[src/design/wdc_pkg.sv]
// constants, register map and carrier types for the watchdog down counter
// assumes a single 50 MHz bus clock; the oscillator tick is derived from it
package wdc_pkg;

	localparam int unsigned WDC_CLK_HZ     = 50_000_000;
	localparam int unsigned WDC_OSC_HZ     = 10_000;
	localparam int unsigned WDC_OSC_DIV    = WDC_CLK_HZ / WDC_OSC_HZ;
	localparam int unsigned WDC_DIV_W      = 16;

	localparam int unsigned WDC_CNT_W      = 24;
	localparam int unsigned WDC_BYTE_W     = 8;
	localparam logic [23:0] WDC_NO_REFRESH = 24'h000002;
	localparam logic [23:0] WDC_MIN_RELOAD = 24'h000004;
	localparam logic [7:0]  WDC_RELOAD_RST = 8'hff;

	localparam logic [7:0] WDC_OFS_UPPER  = 8'h00;
	localparam logic [7:0] WDC_OFS_HIGH   = 8'h04;
	localparam logic [7:0] WDC_OFS_LOW    = 8'h08;
	localparam logic [7:0] WDC_OFS_CTRL   = 8'h0c;
	localparam logic [7:0] WDC_OFS_FEED   = 8'h10;
	localparam logic [7:0] WDC_OFS_COUNT  = 8'h14;
	localparam logic [7:0] WDC_OFS_STATUS = 8'h18;
	localparam logic [7:0] WDC_OFS_IRQEN  = 8'h1c;
	localparam logic [7:0] WDC_OFS_CLEAR  = 8'h20;

	localparam int unsigned WDC_CTRL_RESP  = 0;
	localparam int unsigned WDC_CTRL_START = 1;
	localparam int unsigned WDC_CTRL_ON    = 2;
	localparam int unsigned WDC_CTRL_AO    = 3;

	localparam int unsigned WDC_EVT_W       = 2;
	localparam int unsigned WDC_EVT_TIMEOUT = 0;
	localparam int unsigned WDC_EVT_REFUSED = 1;
	localparam logic [31:0] WDC_FEED_KEY    = 32'h0000_00a5;

	localparam logic [1:0] WDC_HTRANS_NONSEQ = 2'b10;
	localparam logic [1:0] WDC_HTRANS_SEQ    = 2'b11;

	typedef enum logic [1:0]
	{
		WDC_OFF     = 2'b00,
		WDC_RUN     = 2'b01,
		WDC_EXPIRED = 2'b10
	} wdc_state_t;

	typedef struct packed
	{
		logic       valid;
		logic       write;
		logic [7:0] addr;
	} wdc_req_t;

	typedef struct packed
	{
		logic refused;
		logic timeout;
	} wdc_evt_t;

endpackage

[src/design/wdc_top.sv]
// watchdog down counter with ahb-lite register slave
// assumes one 50 MHz clock, one ahb-lite master, zero-wait answers
`timescale 1ns/10ps
module wdc_top
	import wdc_pkg::*;
#(
	parameter logic [WDC_DIV_W-1:0] TICK_DIV = WDC_DIV_W'(WDC_OSC_DIV)
)
(
	input  wire logic        hclk,
	input  wire logic        hresetn,
	input  wire logic        hsel,
	input  wire logic [31:0] haddr,
	input  wire logic [1:0]  htrans,
	input  wire logic        hwrite,
	input  wire logic [2:0]  hsize,
	input  wire logic [31:0] hwdata,
	input  wire logic        hready,
	output logic             hreadyout,
	output logic             hresp,
	output logic [31:0]      hrdata,
	input  wire logic        always_on_option,
	output logic             wdt_reset_req,
	output logic             wdt_irq_pulse,
	output logic             irq
);

	wdc_req_t            req;
	wdc_state_t          state;
	wdc_evt_t            status;
	wdc_evt_t            irq_en;
	logic [7:0]          reload_upper_byte;
	logic [7:0]          reload_high_byte;
	logic [7:0]          reload_low_byte;
	logic [WDC_CNT_W-1:0] count;
	logic                resp_int;
	logic                ao_meta;
	logic                ao_sync;
	logic                ao_seen;
	logic                tick;
	logic                addr_ok;
	logic                wr_now;
	logic                start_cmd;
	logic                feed_cmd;
	logic                feed_ok;
	logic                feed_refused;
	logic                expire;
	logic                running;
	logic [WDC_CNT_W-1:0] reload_value;
	logic [31:0]         next_hrdata;
	wdc_evt_t            clear_bits;

	assign reload_value = {reload_upper_byte, reload_high_byte, reload_low_byte};
	assign running      = (state == WDC_RUN);
	assign hreadyout    = 1'b1;
	assign hresp        = 1'b0;

	// address phase
	assign addr_ok = hsel && hready && (htrans == WDC_HTRANS_NONSEQ || htrans == WDC_HTRANS_SEQ);
	assign wr_now  = req.valid && req.write;

	always_ff @(posedge hclk or negedge hresetn)
	begin
		if (!hresetn)
		begin
			req <= '0;
		end
		else if (hready)
		begin
			req.valid <= addr_ok;
			req.write <= hwrite;
			req.addr  <= haddr[7:0];
		end
	end

	// read data registered at the address phase, stands in the data phase
	always_comb
	begin
		next_hrdata = 32'h0000_0000;
		unique case (haddr[7:0])
			WDC_OFS_UPPER:  next_hrdata[7:0] = reload_upper_byte;
			WDC_OFS_HIGH:   next_hrdata[7:0] = reload_high_byte;
			WDC_OFS_LOW:    next_hrdata[7:0] = reload_low_byte;
			WDC_OFS_CTRL:
			begin
				next_hrdata[WDC_CTRL_RESP] = resp_int;
				next_hrdata[WDC_CTRL_ON]   = running;
				next_hrdata[WDC_CTRL_AO]   = ao_seen;
			end
			WDC_OFS_COUNT:  next_hrdata[WDC_CNT_W-1:0] = count;
			WDC_OFS_STATUS: next_hrdata[WDC_EVT_W-1:0] = status;
			WDC_OFS_IRQEN:  next_hrdata[WDC_EVT_W-1:0] = irq_en;
			default:        next_hrdata = 32'h0000_0000;
		endcase
	end

	always_ff @(posedge hclk or negedge hresetn)
	begin
		if (!hresetn)
		begin
			hrdata <= 32'h0000_0000;
		end
		else if (addr_ok && !hwrite)
		begin
			hrdata <= next_hrdata;
		end
	end

	// reload registers; software keeps the value at or above the minimum
	always_ff @(posedge hclk or negedge hresetn)
	begin
		if (!hresetn)
		begin
			reload_upper_byte <= WDC_RELOAD_RST;
			reload_high_byte  <= WDC_RELOAD_RST;
			reload_low_byte   <= WDC_RELOAD_RST;
		end
		else if (wr_now)
		begin
			if (req.addr == WDC_OFS_UPPER)
			begin
				reload_upper_byte <= hwdata[7:0];
			end
			if (req.addr == WDC_OFS_HIGH)
			begin
				reload_high_byte <= hwdata[7:0];
			end
			if (req.addr == WDC_OFS_LOW)
			begin
				reload_low_byte <= hwdata[7:0];
			end
		end
	end

	// response select
	always_ff @(posedge hclk or negedge hresetn)
	begin
		if (!hresetn)
		begin
			resp_int <= 1'b0;
		end
		else if (wr_now && req.addr == WDC_OFS_CTRL)
		begin
			resp_int <= hwdata[WDC_CTRL_RESP];
		end
	end

	assign start_cmd = wr_now && req.addr == WDC_OFS_CTRL && hwdata[WDC_CTRL_START];
	// a key guards against stray writes refreshing the counter
	assign feed_cmd  = wr_now && req.addr == WDC_OFS_FEED && hwdata == WDC_FEED_KEY;
	assign feed_ok      = feed_cmd && running && (count > WDC_NO_REFRESH);
	assign feed_refused = feed_cmd && running && (count <= WDC_NO_REFRESH);

	// option pin synchroniser
	always_ff @(posedge hclk or negedge hresetn)
	begin
		if (!hresetn)
		begin
			ao_meta <= 1'b0;
			ao_sync <= 1'b0;
		end
		else
		begin
			ao_meta <= always_on_option;
			ao_sync <= ao_meta;
		end
	end

	// option latched once it is seen after reset
	always_ff @(posedge hclk or negedge hresetn)
	begin
		if (!hresetn)
		begin
			ao_seen <= 1'b0;
		end
		else if (ao_sync)
		begin
			ao_seen <= 1'b1;
		end
	end

	wdc_tick #(
		.DIV (TICK_DIV)
	) u_tick (
		.hclk    (hclk),
		.hresetn (hresetn),
		.run     (running),
		.tick    (tick)
	);

	// one count per oscillator cycle, so timeout in ms is reload / 10
	assign expire = running && tick && (count == WDC_CNT_W'(1));

	// off/run/expired state; back to off only through reset
	always_ff @(posedge hclk or negedge hresetn)
	begin
		if (!hresetn)
		begin
			state <= WDC_OFF;
		end
		else
		begin
			unique case (state)
				WDC_OFF:
				begin
					if (start_cmd || ao_sync)
					begin
						state <= WDC_RUN;
					end
				end
				WDC_RUN:
				begin
					if (expire && !resp_int)
					begin
						state <= WDC_EXPIRED;
					end
				end
				WDC_EXPIRED:
				begin
					state <= WDC_EXPIRED;
				end
				default:
				begin
					state <= WDC_OFF;
				end
			endcase
		end
	end

	// down counter
	always_ff @(posedge hclk or negedge hresetn)
	begin
		if (!hresetn)
		begin
			count <= '0;
		end
		else if (state == WDC_OFF && (start_cmd || ao_sync))
		begin
			count <= reload_value;
		end
		else if (running)
		begin
			if (feed_ok)
			begin
				count <= reload_value;
			end
			else if (expire)
			begin
				count <= resp_int ? reload_value : '0;
			end
			else if (tick)
			begin
				count <= count - WDC_CNT_W'(1);
			end
		end
	end

	// expiry outputs: reset level holds until system reset
	always_ff @(posedge hclk or negedge hresetn)
	begin
		if (!hresetn)
		begin
			wdt_reset_req <= 1'b0;
			wdt_irq_pulse <= 1'b0;
		end
		else
		begin
			wdt_irq_pulse <= expire && resp_int;
			if (expire && !resp_int)
			begin
				wdt_reset_req <= 1'b1;
			end
		end
	end

	// event flags
	always_comb
	begin
		clear_bits = '0;
		if (wr_now && req.addr == WDC_OFS_CLEAR)
		begin
			clear_bits = wdc_evt_t'(hwdata[WDC_EVT_W-1:0]);
		end
	end

	// a new event wins over a clear in the same cycle
	always_ff @(posedge hclk or negedge hresetn)
	begin
		if (!hresetn)
		begin
			status <= '0;
		end
		else
		begin
			status.timeout <= expire || (status.timeout && !clear_bits.timeout);
			status.refused <= feed_refused || (status.refused && !clear_bits.refused);
		end
	end

	always_ff @(posedge hclk or negedge hresetn)
	begin
		if (!hresetn)
		begin
			irq_en <= '0;
		end
		else if (wr_now && req.addr == WDC_OFS_IRQEN)
		begin
			irq_en <= wdc_evt_t'(hwdata[WDC_EVT_W-1:0]);
		end
	end

	always_ff @(posedge hclk or negedge hresetn)
	begin
		if (!hresetn)
		begin
			irq <= 1'b0;
		end
		else
		begin
			irq <= |(status & irq_en);
		end
	end

	logic unused_hsize;
	assign unused_hsize = ^hsize;

endmodule

[src/design/wdc_tick.sv]
// divider standing in for the dedicated watchdog oscillator
// assumes the bus clock; emits one-cycle tick every div cycles
`timescale 1ns/10ps
module wdc_tick
	import wdc_pkg::*;
#(
	parameter logic [WDC_DIV_W-1:0] DIV = WDC_DIV_W'(WDC_OSC_DIV)
)
(
	input  wire logic hclk,
	input  wire logic hresetn,
	input  wire logic run,
	output logic      tick
);

	logic [WDC_DIV_W-1:0] div_cnt;

	// counter held at zero while off so the first period is whole
	always_ff @(posedge hclk or negedge hresetn)
	begin
		if (!hresetn)
		begin
			div_cnt <= '0;
			tick    <= 1'b0;
		end
		else if (!run)
		begin
			div_cnt <= '0;
			tick    <= 1'b0;
		end
		else if (div_cnt == DIV - WDC_DIV_W'(1))
		begin
			div_cnt <= '0;
			tick    <= 1'b1;
		end
		else
		begin
			div_cnt <= div_cnt + WDC_DIV_W'(1);
			tick    <= 1'b0;
		end
	end

endmodule

[config.mk]
export PLATFORM = sky130hd
export DESIGN_NAME = wdc_top
export DESIGN_NICKNAME = d
export VERILOG_FILES = /design/src/design/wdc_pkg.sv /design/src/design/wdc_top.sv /design/src/design/wdc_tick.sv
export SDC_FILE = /design/constraint.sdc
export NUM_CORES = 1
export LEC_CHECK = 0
export ABC_AREA = 0
export BUFFER_PORTS_ARGS = -buffer_cell sky130_fd_sc_hd__buf_2
export CAP_MARGIN = 20
export CORE_ASPECT_RATIO = 1.2
export CORE_MARGIN = 4
export CORE_UTILIZATION = 56
export CTS_CLUSTER_SIZE = 8
export DETAILED_ROUTE_END_ITERATION = 8
export PLACE_DENSITY = 0.81
export SLEW_MARGIN = 20
export SYNTH_ARGS = -nofsm -noshare
export SYNTH_HDL_FRONTEND = slang
export SYNTH_SLANG_ARGS = --single-unit
[constraint.sdc]
create_clock -name hclk -period 2.6 [get_ports hclk]
set_clock_uncertainty 0.1 [all_clocks]
set_input_delay 0.39 -clock hclk [delete_from_list [all_inputs] [get_ports hclk]]
set_output_delay 0.39 -clock hclk [all_outputs]
set_load 0.03 [all_outputs]
==> results.py <==
metrics = {
    "synthesis": {
        "synthFlopType": "dfrtp_1",
        "avgSynthCellArea_um2": 10.2,
        "ys_warn_count": 0,
        "synth-edff-count": 0,
        "synthArstFlopShare": 1.00,
        "synth.cell_area_um2": 5730,
        "ys_ff_latch": 112,
        "ys_types": 65,
        "synth-seq-area-share": 0.495,
        "syn-instance-count": 559,
    },
    "placed_design": {
        "dp_hpwl_um": 10900,
        "port_buffers": 73,
        "dp.cells": 769,
        "pre_cts_slack_ns": 0.0279,
        "gp_congestion": 0.900,
    },
    "critical_path": {
        "crit_slowest_cell": "dfrtp_1",
        "cp.required_ns": 2.73,
        "crit_path_cell_trace": "nor4_4, nand4_2, or2_1, a211o_1, buf_12, a221oi_1, nor3_1",
        "arrival_ns": 2.68,
        "r2r_cells": 7,
        "critPathMaxFanout": 31,
        "worst-path-buf-inv": 1,
        "startpoint": "count[13]$_DFFE_PN0P_",
        "cp-end-kind": "flip-flop",
        "reg2reg_from": "count[13]$_DFFE_PN0P_",
        "cpPeakStageDelay_ns": 0.45,
        "critPathKind": "reg2reg",
        "rrSetupSlack_ns": 0.05,
        "critical-path-top-delay-family": "simple AND/OR/NAND/NOR gates",
        "cp-start-kind": "flip-flop",
        "r2r_end": "count[14]$_DFFE_PN0P_",
    },
    "detailed_routing": {
        "routed_via_density": 6.18,
        "drtIter0Drc": 337,
        "avgRoutedWirePerCell_um": 19.2,
        "ant_nets": 0,
        "drt_pre_antenna_iters": 6,
        "drt_wl_total_um": 15100,
        "drc": 0,
        "vias": 4860,
    },
    "cells_and_area": {
        "final_cell_mix": "88 x dfrtp_1, 72 x buf_2, 61 x nor2_1, 52 x nand2_1, 34 x o21ai_0",
        "final_common_cell": "dfrtp_1",
        "num_antenna_cells": 0,
        "syn_to_final_growth_pct": 18.9,
        "layout.cells.non_filler": 786,
        "nets": 736,
        "layout-drive-gt1-share": 0.300,
    },
    "timing": {
        "maxSlewHeadroom": 0.560,
        "report.final.hold_viol_count": 0,
        "tns_ns": 0,
        "fmax_ghz": 0.393,
        "fin_crit_sh": 0.980,
        "drv_slew": 0,
        "tightestPinTransition_ns": 0.659,
        "fin_ws_ns": 0.0524,
        "setup_viol": 0,
        "rsz0062_at_grt": "true",
        "fin_crit_ns": 2.55,
    },
    "pwr": {
        "leakage_nw": 3.07,
        "power.density_nw_per_um2": 733,
        "power.total_mw": 4.99,
        "ir_drop_v": 0.000406,
    },
    "outcome": {
        "status": "finished, final reports clean",
    },
    "floorplanning": {
        "start_util": 0.572,
        "fp.dieH_um": 119,
        "ios": 112,
        "die_x_um": 100,
        "coreArea_um2": 10000,
        "dieArea_um2": 11900,
        "num_rows": 40,
    },
    "worst_hold_path": {
        "hold_class": "in2reg",
        "min-delay-start": "always_on_option",
        "hold_end": "ao_meta$_DFF_PN0_",
        "worstHoldPathCells": 1,
    },
    "clock_tree": {
        "cts_made_buffers": 9,
        "cts.sinks": 112,
        "cts.path.max_buffers": 2,
        "clkTransAtPathRegs_ns": 0.07,
        "cts-root-buf": "clkbuf_16",
        "cts_htree_levels": 3,
        "post_cts_buffers": 0,
        "cts_tree": "done",
        "clk_latency_ns": 0.35,
    },
    "global_route": {
        "antenna_found_initial": 0,
        "grt_pass1_wl_um": 25000,
        "grt_pass1_vias": 4976,
        "grt_start_max_net_pins": 53,
        "grt_usage": 0.264,
        "grt_overflow": 0,
    },
    "flow_run": {
        "drv_cap": 0,
    },
}
-- cells in the mapped netlist (all sizes together), types with 12 or more instances --
library cell,instances,share of area
inv,13,0.0085
nand2,52,0.034
mux2,32,0.063
buf,15,0.019
nor4,15,0.025
dfrtp,88,0.38
nor3,20,0.017
nand3,16,0.014
clkbuf,18,0.012
nor2,61,0.040
a22oi,13,0.017
dfstp,24,0.11
a22o,20,0.031
a21oi,12,0.010
o21ai,36,0.031
-- cell type report --
type | count | area, µm²
Fill cell | 788 | 3200
Multi-Input combinational cell | 409 | 2720
Inverter | 13 | 48.8
Timing Repair Buffer | 110 | 698
Tap cell | 126 | 158
Sequential cell | 112 | 2830
Clock inverter | 5 | 104
Clock buffer | 11 | 243
-- metal layers --
metal  share of wire  vias to the layer above  GRT usage
met3           0.056                       39     0.0455
met4           0.037                        0      0.114
met1            0.39                     2403      0.331
met2            0.51                      197      0.442
met5               0                        -          0
li1                -                     2221          -
-- where the power goes --
group | switching [mW] | internal, mW | leakage, nW
clock | 0.629 | 0.971 | 0.170
sequential | 0.221 | 1.93 | 1.39
combinational | 0.693 | 0.547 | 1.51
total | 1.54 | 3.45 | 3.07
-- through the flow --
stage / instance area (µm²) / hold slack [ns] / utilization
after floorplan: 5760 / -0.00559 / -
after global placement: 6420 / 0.236 / 0.642
after detailed placement: 6420 / 0.241 / 0.642
after CTS: 6790 / 0.0420 / 0.678
after global routing: 6810 / 0.0392 / 0.680
final: 6810 / 0.0466 / 0.680
-- worst max path at each step --
stage | to | slack [ns] | depth (start not counted)
after floorplan | count[21]$_DFFE_PN0P_ | 0.36 | 7
after global placement | count[21]$_DFFE_PN0P_ | 0.05 | 8
after detailed placement | count[14]$_DFFE_PN0P_ | 0.03 | 8
after CTS | count[14]$_DFFE_PN0P_ | 0.03 | 7
after global routing | count[14]$_DFFE_PN0P_ | -0.03 | 7
final | count[14]$_DFFE_PN0P_ | 0.05 | 7
-- registers in the layout (all words and copies together) (netlist names) --
name	count
count	24
hrdata	24
u_tick.div_cnt	16
req	10
reload_high_byte	8
reload_low_byte	8
reload_upper_byte	8
irq_en	2
state	2
status	2
ao_meta	1
ao_seen	1
ao_sync	1
irq	1
resp_int	1
u_tick.tick	1
wdt_irq_pulse	1
wdt_reset_req	1
-- worst register-to-register path: stages (launching register included) --
cell and delay, ns:
dfrtp_1 0.45, nor4_4 0.35, nand4_2 0.25, or2_1 0.35, a211o_1 0.33, buf_12 0.19
a221oi_1 0.32, nor3_1 0.09
-- logic make-up after synthesis --
kind of cell | count (synthesis) | synth area share
AND/OR/NAND/NOR | 213 | 0.195
flip-flops | 112 | 0.495
multiplexers | 35 | 0.0682
buffers and inverters | 46 | 0.0393
AO/OA/AOI/OAI | 126 | 0.159
other | 2 | 0.00131
XOR/XNOR | 19 | 0.0291
adder cells (fa/ha/maj) | 6 | 0.0131
-- what timing repair did --
item / CTS / global route
gates cloned: 0 / 0
endpoints found under the setup margin: 1 / 8
hold endpoints to repair: 16 / 0
resized for setup: 1 / 2
hold buffers: 1 / 0
(Power assumes the default switching activity.)
